### src/verilog/cma_defs.svh
// Offsets, field positions, reset values and cycle counts of the chained datapath.
`ifndef CMA_DEFS_SVH
`define CMA_DEFS_SVH
`define CMA_ADDR_W        2
`define CMA_OFS_CTRL      2'h0
`define CMA_OFS_STATUS    2'h1
`define CMA_OFS_SUM       2'h2
`define CMA_OFS_PROD      2'h3
`define CMA_CTRL_RESET    4'h2
`define CMA_PIPE_LSB      0
`define CMA_PIPE_MSB      2
`define CMA_EDGE_BIT      3
`define CMA_ST_ILLEGAL    0
`define CMA_ST_REFUSED    1
`define CMA_SUM_HOLD      2'h2
`define CMA_POS_STEP      2'h3
`define CMA_SOP_STEP      2'h2
`endif

### src/verilog/cma_pkg.sv
// Types shared by the chained multiplier and ALU datapath.
package cma_pkg;
    typedef enum logic [2:0] {
        CMA_OP_ADD,
        CMA_OP_SUB,
        CMA_OP_MUL,
        CMA_OP_CONV,
        CMA_OP_ABS,
        CMA_OP_WRAP
    } cma_op_t;
    typedef enum logic [1:0] {
        CMA_SRC_IN,
        CMA_SRC_P,
        CMA_SRC_S,
        CMA_SRC_C
    } cma_src_t;
    typedef struct packed {
        cma_src_t mul_a;
        cma_src_t mul_b;
        cma_src_t alu_a;
        cma_src_t alu_b;
    } cma_sel_t;
    typedef struct packed {
        logic     valid;
        logic     chained;
        logic     dp;
        logic     acc_zero;
        logic     copy_c;
        cma_op_t  op;
        cma_sel_t operand_source_select;
    } cma_instr_t;
endpackage

### src/verilog/cma_chained_alu.sv
// Chained multiplier and ALU datapath with product, sum and feedback registers.
`timescale 1ns/100ps
`include "cma_defs.svh"
// How it works
// - Chained mode runs multiplier and ALU together in one instruction.
// - No conversion, absolute value or denormal wrap while chained.
// - Multiplier may take input registers while ALU takes product and sum.
// - Single precision sum of four products ends in cycle 6.
// - First double chained step holds S off, dropping the stale sum.
// - Sum and latest product feed the multiplier for the next step.
// - Product of sums step takes three clocks, sum of products two.
module cma_chained_alu #(
    parameter int DATA_W = 32
) (
    input  wire logic                   clk_sys_i,
    input  wire logic                   rst_i,
    input  wire cma_pkg::cma_instr_t    instr_i,
    input  wire logic [DATA_W-1:0]      da_i,
    input  wire logic [DATA_W-1:0]      db_i,
    input  wire logic                   first_input_hold_enable_i,
    input  wire logic                   second_input_hold_enable_i,
    input  wire logic [`CMA_ADDR_W-1:0] reg_addr_i,
    input  wire logic [31:0]            reg_wdata_i,
    input  wire logic                   reg_wr_i,
    input  wire logic                   reg_rd_i,
    output logic      [31:0]            reg_rdata_o,
    output logic      [DATA_W-1:0]      product_o,
    output logic      [DATA_W-1:0]      sum_o,
    output logic                        busy_o
);
    // ***************************************************************
    // Operand selection
    // ***************************************************************
    logic [DATA_W-1:0] first_input_holding_reg;
    logic [DATA_W-1:0] second_input_holding_reg;
    logic [DATA_W-1:0] prod;
    logic [DATA_W-1:0] sum;
    logic [DATA_W-1:0] fb_hold;
    logic [DATA_W-1:0] mul_pipe;
    logic              mul_pipe_vld;
    logic [3:0]        ctrl;
    logic [1:0]        status;
    logic [1:0]        sum_hold;
    logic [1:0]        step_cnt;
    logic              in_chain;

    function automatic logic [DATA_W-1:0] pick(
        input cma_pkg::cma_src_t src,
        input logic [DATA_W-1:0] in_val
    );
        case (src)
            cma_pkg::CMA_SRC_IN: pick = in_val;
            cma_pkg::CMA_SRC_P:  pick = prod;
            cma_pkg::CMA_SRC_S:  pick = sum;
            cma_pkg::CMA_SRC_C:  pick = fb_hold;
            default:             pick = '0;
        endcase
    endfunction

    cma_pkg::cma_sel_t sel;
    logic [DATA_W-1:0] mul_a;
    logic [DATA_W-1:0] mul_b;
    logic [DATA_W-1:0] alu_a;
    logic [DATA_W-1:0] alu_b;
    logic [DATA_W-1:0] alu_res;
    logic              illegal;
    logic              refused;
    logic              go;
    logic              do_mul;
    logic              do_alu;

    always_comb
    begin
        sel   = instr_i.operand_source_select;
        mul_a = pick(sel.mul_a, first_input_holding_reg);
        mul_b = pick(sel.mul_b, second_input_holding_reg);
        alu_a = instr_i.acc_zero ? '0
              : pick(sel.alu_a, first_input_holding_reg);
        alu_b = pick(sel.alu_b, second_input_holding_reg);
        // Only add, subtract and multiply exist while chained.
        illegal = instr_i.valid && instr_i.chained
               && (instr_i.op != cma_pkg::CMA_OP_ADD)
               && (instr_i.op != cma_pkg::CMA_OP_SUB)
               && (instr_i.op != cma_pkg::CMA_OP_MUL);
        refused = instr_i.valid && instr_i.chained && busy_o;
        go      = instr_i.valid && !illegal && !refused;
        do_mul  = go && (instr_i.chained
                  || instr_i.op == cma_pkg::CMA_OP_MUL);
        do_alu  = go && (instr_i.chained
                  || instr_i.op != cma_pkg::CMA_OP_MUL);
        alu_res = (instr_i.op == cma_pkg::CMA_OP_SUB && !instr_i.chained)
                ? DATA_W'(alu_a - alu_b) : DATA_W'(alu_a + alu_b);
    end

    // ***************************************************************
    // Datapath registers
    // ***************************************************************
    logic [DATA_W-1:0] next_first_hold;
    logic [DATA_W-1:0] next_second_hold;
    logic [DATA_W-1:0] next_prod;
    logic [DATA_W-1:0] next_sum;
    logic [DATA_W-1:0] next_fb;
    logic [DATA_W-1:0] next_mul_pipe;
    logic              next_mul_vld;
    logic [1:0]        next_sum_hold;
    logic [1:0]        next_step;
    logic              next_in_chain;
    logic              dp_start;

    always_comb
    begin
        next_first_hold  = first_input_hold_enable_i ? da_i
                         : first_input_holding_reg;
        next_second_hold = second_input_hold_enable_i ? db_i
                         : second_input_holding_reg;
        next_prod     = prod;
        next_sum      = sum;
        next_fb       = (go && instr_i.copy_c) ? prod : fb_hold;
        next_mul_pipe = mul_pipe;
        next_mul_vld  = 1'b0;
        next_in_chain = go ? instr_i.chained : in_chain;
        next_sum_hold = (sum_hold != 2'h0) ? 2'(sum_hold - 2'h1) : 2'h0;
        next_step     = (step_cnt != 2'h0) ? 2'(step_cnt - 2'h1) : 2'h0;
        dp_start      = go && instr_i.chained && instr_i.dp && !in_chain;
        // A double product needs one extra stage before it reaches P.
        if (mul_pipe_vld)
        begin
            next_prod = mul_pipe;
        end
        if (do_mul && instr_i.dp)
        begin
            next_mul_pipe = DATA_W'(mul_a * mul_b);
            next_mul_vld  = 1'b1;
        end
        else if (do_mul)
        begin
            next_prod = DATA_W'(mul_a * mul_b);
        end
        // The first double chained sum is stale; S waits for the good one.
        if (dp_start)
        begin
            next_sum_hold = `CMA_SUM_HOLD;
        end
        else if (do_alu && sum_hold == 2'h0)
        begin
            next_sum = alu_res;
        end
        // Feeding S and P back into the multiplier costs a third clock.
        if (go && instr_i.chained && instr_i.dp)
        begin
            next_step = (sel.mul_a == cma_pkg::CMA_SRC_S)
                      ? 2'(`CMA_POS_STEP - 2'h1)
                      : 2'(`CMA_SOP_STEP - 2'h1);
        end
    end

    always_ff @(posedge clk_sys_i or posedge rst_i)
    begin
        if (rst_i)
        begin
            first_input_holding_reg  <= '0;
            second_input_holding_reg <= '0;
            prod                     <= '0;
            sum                      <= '0;
            fb_hold                  <= '0;
            mul_pipe                 <= '0;
            mul_pipe_vld             <= 1'b0;
            sum_hold                 <= 2'h0;
            step_cnt                 <= 2'h0;
            in_chain                 <= 1'b0;
        end
        else
        begin
            first_input_holding_reg  <= next_first_hold;
            second_input_holding_reg <= next_second_hold;
            prod                     <= next_prod;
            sum                      <= next_sum;
            fb_hold                  <= next_fb;
            mul_pipe                 <= next_mul_pipe;
            mul_pipe_vld             <= next_mul_vld;
            sum_hold                 <= next_sum_hold;
            step_cnt                 <= next_step;
            in_chain                 <= next_in_chain;
        end
    end

    assign busy_o    = (step_cnt != 2'h0);
    assign product_o = prod;
    assign sum_o     = sum;

    // ***************************************************************
    // Register port
    // ***************************************************************
    logic [3:0]  next_ctrl;
    logic [1:0]  next_status;
    logic [31:0] next_rdata;

    always_comb
    begin
        next_ctrl   = ctrl;
        next_status = status;
        next_rdata  = 32'h0;
        if (reg_wr_i && reg_addr_i == `CMA_OFS_CTRL)
        begin
            next_ctrl = reg_wdata_i[3:0];
        end
        if (reg_wr_i && reg_addr_i == `CMA_OFS_STATUS)
        begin
            next_status = status & ~reg_wdata_i[1:0];
        end
        // An event in the clearing cycle is kept.
        if (illegal)
        begin
            next_status[`CMA_ST_ILLEGAL] = 1'b1;
        end
        if (refused)
        begin
            next_status[`CMA_ST_REFUSED] = 1'b1;
        end
        if (reg_rd_i)
        begin
            case (reg_addr_i)
                `CMA_OFS_CTRL:   next_rdata = {28'h0, ctrl};
                `CMA_OFS_STATUS: next_rdata = {30'h0, status};
                `CMA_OFS_SUM:    next_rdata = 32'(sum);
                `CMA_OFS_PROD:   next_rdata = 32'(prod);
                default:         next_rdata = 32'h0;
            endcase
        end
    end

    always_ff @(posedge clk_sys_i or posedge rst_i)
    begin
        if (rst_i)
        begin
            ctrl        <= `CMA_CTRL_RESET;
            status      <= 2'h0;
            reg_rdata_o <= 32'h0;
        end
        else
        begin
            ctrl        <= next_ctrl;
            status      <= next_status;
            reg_rdata_o <= next_rdata;
        end
    end
endmodule

### config.mk
export PLATFORM = sky130hd
export DESIGN_NAME = cma_chained_alu
export DESIGN_NICKNAME = d
export VERILOG_FILES = /design/src/verilog/cma_pkg.sv /design/src/verilog/cma_chained_alu.sv
export VERILOG_INCLUDE_DIRS = /design/src /design/src/verilog
export SDC_FILE = /design/constraint.sdc
export NUM_CORES = 2
export LEC_CHECK = 0
export BUFFER_PORTS_ARGS = -buffer_cell sky130_fd_sc_hd__buf_2
export CORE_MARGIN = 3
export CORE_UTILIZATION = 30
export DETAILED_ROUTE_END_ITERATION = 8
export GPL_TIMING_DRIVEN = 0
export SLEW_MARGIN = 20
export SYNTH_ARGS = -nofsm -noshare
export SYNTH_HDL_FRONTEND = slang
export SYNTH_SLANG_ARGS = --single-unit
export TNS_END_PERCENT = 10
### constraint.sdc
create_clock -name clk_sys_i -period 21.8 [get_ports clk_sys_i]
set_clock_uncertainty 0.2 [all_clocks]
set_input_delay 2.18 -clock clk_sys_i [delete_from_list [all_inputs] [get_ports clk_sys_i]]
set_output_delay 2.18 -clock clk_sys_i [all_outputs]
set_load 0.05 [all_outputs]
# ---- Word-level counts from Yosys, hierarchy flattened
# Cells that the tools add are included.
dict set report op_classes {
  n_addsub 4
  mul 1
  n_eq_ne 19
  n_mux 20
  bitwise 3
  reduce_logical 36
}
# cell count
set ops {}
lappend ops {{$pmux 32 s4} 5}
lappend ops {{$mux 32} 6}
lappend ops {{$add 32x32->32} 1}
lappend ops {{$mul 32x32->32} 1}
lappend ops {{$sub 32x32->32} 1}
lappend ops {{$eq 2x2->1 const B} 10}
lappend ops {{$logic_and 1x1->1} 18}
lappend ops {{$logic_not 2->1} 6}
lappend ops {{$mux 2} 6}
lappend ops {{$eq 2x1->1 const B} 5}
lappend ops {{$reduce_bool 2->1} 4}
lappend ops {{$logic_not 1->1} 4}
lappend ops {{$sub 2x1->2 const B} 2}
lappend ops {{$eq 3x1->1 const B} 1}
lappend ops {{$eq 3x2->1 const B} 1}
lappend ops {{$mux 1} 3}
lappend ops {{$ne 3x1->1 const B} 1}
lappend ops {{$ne 3x2->1 const B} 1}
lappend ops {{$reduce_bool 3->1} 1}
lappend ops {{$and 2x2->2} 1}
lappend ops {{$logic_or 1x1->1} 2}
lappend ops {{$not 2->2} 1}
lappend ops {{$reduce_and 2->1} 1}
lappend ops {{$not 1->1} 1}
dict set report totals {
  reg_bits 236
  input_bits 120
}

# ---- Longest topological paths before layout
dict set report depth {
  depth_word 12
  depth_mapped 35
}

# ---- Least setup slack after synthesis
# No wires, ideal clock.
dict set report synth_timing {
  path_kind {input-to-reg}
  startpoint {input port instr_i[6] (netlist name)}
  endpoint {register mul_pipe[29]}
  setup_time_ns 0.133
  arrival_time_ns 10.618
  required_time_ns 21.467
  path_slack_ns 10.848
  stages 29
  path_buffers 5
  path_cell_list {buf_1 -> buf_2 -> buf_1 -> clkbuf_1 -> buf_1 -> mux2_2 -> o21ai_1 -> nor2_1 -> fa_1 -> fa_1 -> fa_1 -> inv_1 -> fa_1 -> inv_1 -> fa_1 -> fa_1 -> fa_1 -> fa_1 -> ha_1 -> a21o_1 -> a21o_1 -> a21o_1 -> or3_1 -> inv_1 -> a21bo_2 -> o21bai_1 -> a21oi_1 -> xor2_1 -> o21ai_0}
}
dict set report synth_via {
  elab_chain_cells 3
  word_cells_on_any_way 6
  cone_classes {mul: 1; eq/ne: 3; mux: 1; reduce/logical: 1}
}
# item line
set synth_lines {}
lappend synth_lines {{start: declaration} cma_chained_alu.sv:17} ;# input wire cma_pkg::cma_instr_t instr_i,
lappend synth_lines {{$eq 2x2->1, or another cell as far along} cma_chained_alu.sv:51} ;# case (src)
lappend synth_lines {{$pmux 32 s4 *} cma_chained_alu.sv:51}
lappend synth_lines {{$mul 32x32->32 *} cma_chained_alu.sv:132} ;# next_mul_pipe = DATA_W'(mul_a * mul_b);
lappend synth_lines {{end signal: assignment} cma_chained_alu.sv:179} ;# mul_pipe <= next_mul_pipe;
lappend synth_lines {{end: declaration} cma_chained_alu.sv:39} ;# logic [DATA_W-1:0] mul_pipe;
# Mark *: on every way between the ends. The rest lies on a longest branch, timed or not.
# A chain may end at the register's enable or synchronous reset.

# ---- Worst setup path in the final report
dict set report layout_timing {
  startpoint {input port instr_i[6] (netlist name)}
  endpoint {register prod[31], in the netlist product_o[31]}
}
dict set report layout_via {
  elab_chain_cells 5
  word_cells_on_any_way 8
  cone_classes {mul: 1; eq/ne: 3; mux: 3; reduce/logical: 1}
}
# item line
set layout_lines {}
lappend layout_lines {{$eq 2x2->1, or another cell as far along} cma_chained_alu.sv:51}
lappend layout_lines {{$pmux 32 s4 *} cma_chained_alu.sv:51}
lappend layout_lines {{$mul 32x32->32 *} cma_chained_alu.sv:137} ;# next_prod = DATA_W'(mul_a * mul_b);
lappend layout_lines {{$mux 32 *} cma_chained_alu.sv:135} ;# else if (do_mul)
lappend layout_lines {{$mux 32 *} cma_chained_alu.sv:130} ;# if (do_mul && instr_i.dp)
lappend layout_lines {{net next_prod[31]} cma_chained_alu.sv:100} ;# logic [DATA_W-1:0] next_prod;
lappend layout_lines {{end signal: assignment} cma_chained_alu.sv:176} ;# prod <= next_prod;
lappend layout_lines {{end: declaration} cma_chained_alu.sv:36} ;# logic [DATA_W-1:0] prod;
# Mark *: on every way through the listed nets, which the timed path passes. The rest lies on a longest branch.

==> impl_metrics.env <==
export IMPL_outcome="finished clean"
export IMPL_gp_congestion=0.958
export IMPL_setup_violations_final=0
export IMPL_netlist_top_cells_count="inv_1, nand2_1, fa_1, dfrtp_1, nor2_1"
export IMPL_clockBufferDepth=3
export IMPL_hold_class="reg2reg"
export IMPL_grt_pass1_wl_um=171000
export IMPL_cp_end_kind="flip-flop"
export IMPL_grt_total_usage=0.215
export IMPL_cts_tree="built"
export IMPL_ios=217
export IMPL_ys_flop_type="dfrtp_1"
export IMPL_yosysWarnings=0
export IMPL_rows=116
export IMPL_synth_top_family_by_area="adder cells"
export IMPL_syn_area_um2=30800
export IMPL_slowest_stage="buf_1"
export IMPL_max_cap_violations=0
export IMPL_netlist_top_cells_area="fa_1, dfrtp_1, mux4_2, ha_1, inv_1"
export IMPL_synth_most_common_cell="inv_1"
export IMPL_htreeDepth=1
export IMPL_synthesis_nets=3793
export IMPL_syn_inst=3109
export IMPL_via_count=25100
export IMPL_avgSynthCellArea_um2=9.91
export IMPL_cpMostUsedCell="fa_1"
export IMPL_critical_path_required_ns=22.07
export IMPL_synth_mux_area_frac=0.169
export IMPL_post_route_period_util=0.612
export IMPL_rsz0062_at_grt="no"
export IMPL_yosys_area_top_type="fa_1"
export IMPL_hpwl_um=93800
export IMPL_io_buffers=177
export IMPL_synth_compound_area_frac=0.0654
export IMPL_yosysTopAreaCellShare=0.266
export IMPL_die_h_um=326
export IMPL_areaGrowthSynthToFinish_pct=11.4
export IMPL_wl_per_cell_um=24.6
export IMPL_drive_gt1_frac=0.155
export IMPL_start_util=0.305
export IMPL_yosysUniqueCellTypes=69
export IMPL_maxSlewHeadroom=0.229
export IMPL_arrival_ns=13.60
export IMPL_post_cts_resized=0
export IMPL_cts_sinks=236
export IMPL_synth_fa_ha_area_frac=0.329
export IMPL_min_period_ns=13.34
export IMPL_synth_simple_gate_area_frac=0.134
export IMPL_synth_xor_area_frac=0.0388
export IMPL_wl_um=115000
export IMPL_cts_root_buffer="clkbuf_16"
export IMPL_die_area_um2=107000
export IMPL_clk_pin_slew_worst_paths_ns=0.07
export IMPL_max_stage_delay_ns=0.72
export IMPL_hold_viol=0
export IMPL_grt_max_degree=88
export IMPL_fp_dieW_um=326
export IMPL_firstDrtPassIters=5
export IMPL_synth_edf_count=0
export IMPL_postRouteAntennaNets=0
export IMPL_synthArstFlopShare=1.00
export IMPL_drcViolationCount=0
export IMPL_cts_setup_buffers=0
export IMPL_grt_overflow_total=0
export IMPL_cts_made_buffers=25
export IMPL_insertion_delay_ns=0.58
export IMPL_hold_buffers=0
export IMPL_setup_tns_ns=0
export IMPL_antenna_found_initial=13
export IMPL_maxSlewViolCount=0
export IMPL_worst_slew_pin_slew_ns=1.15
export IMPL_cp_start_kind="input port"
export IMPL_first_iter_violations=2518
export IMPL_ys_seq_area_frac=0.192
export IMPL_grt_pass1_vias=25300
export IMPL_cp_max_fo=10
export IMPL_ys_ff_latch=236
export IMPL_core_area_um2=101000
export IMPL_criticalPathCategory="in2reg"
export IMPL_vias_per_cell=5.34
export IMPL_nNetsFinal=3999
export IMPL_max_freq_ghz=0.0750
cell type report:
class | count | area, um2
Inverter | 428 | 1610
Fill cell | 10500 | 66700
Multi-Input combinational cell | 2284 | 22700
Clock inverter | 11 | 128
Tap cell | 1357 | 1700
Sequential cell | 236 | 5910
Clock buffer | 34 | 719
Buffer | 161 | 632
Antenna cell | 5 | 12.5
Timing Repair Buffer | 179 | 941
metal layers:
layer	share of wire	track usage	vias to the layer above
li1	-	-	10500
met1	0.41	0.296	13000
met2	0.45	0.334	1335
met3	0.098	0.0477	210
met4	0.041	0.0744	8
met5	0.00042	0	-
cells by family after synthesis:
kind of cell	count (synthesis)
AND/OR/NAND/NOR	915
buffers and inverters	589
adder cells (fa/ha/maj)	564
multiplexers	340
AO/OA/AOI/OAI	330
flip-flops	236
XOR/XNOR	135
placed cells by master (no fill, tap or decap), drive strengths merged, types with 4 or more instances in the layout:
cell    Yosys  final
a211oi     27     27
a21boi      4      4
a21o       30     30
a21oi      80     80
a31oi       6      6
and2      117    117
buf        43    221
clkbuf    118    153
clkinv      0      5
dfrtp     235    235
diode       0      5
fa        409    409
ha        155    155
inv       428    429
mux2      135    135
mux2i      76     76
mux4      129    129
nand2     412    412
nand2b      9      9
nand3      12     12
nand3b      4      4
nand4       5      5
nor2      233    233
nor2b      60     60
nor3       21     21
nor3b       5      5
nor4        8      8
o21a       10     10
o21ai     123    123
o21bai     10     10
o31ai      11     11
or2         8      8
or3         7      7
xnor2      98     98
xor2       36     36
final timing paths:
path	start	slack, ns	end	cells past startpoint
max reg2reg	product_o[12]$_DFF_PP0_	12.21	product_o[31]$_DFF_PP0_	26
min in group asynchronous	rst_i	1.48	reg_rdata_o[23]$_DFF_PP0_	2
max in group asynchronous	rst_i	19.03	fb_hold[3]$_DFFE_PP0P_	3
min reg2reg	status[0]$_DFFE_PP0P_	0.28	status[0]$_DFFE_PP0P_	1
min	status[0]$_DFFE_PP0P_	0.28	status[0]$_DFFE_PP0P_	1
max	instr_i[6]	8.46	product_o[31]$_DFF_PP0_	34
critical path: cells and delay by family:
kind,cells,cell delay (ns)
simple gates,4,0.37
fa+ha+maj,9,3.75
buf+inv,11,4.05
compound gates,8,2.59
xor+xnor,1,0.38
mux,1,0.25
stage by stage:
stage                     worst slack, ns  cells  hold slack, ns  area, um2   util
after detailed placement             8.24   4645           0.263      33500  0.331
after global placement               8.25   4643           0.257      33400  0.330
after global routing                 8.12   4693           0.288      34300  0.340
after CTS                            8.78   4690           0.278      34300  0.340
final                                8.46   4695           0.279      34300  0.340
after floorplan                     10.85   3109           0.244      30800      -
Power is left out: the tool's default activity adds up to more than one toggle a clock period on the data nets, which glitch-free logic cannot reach.
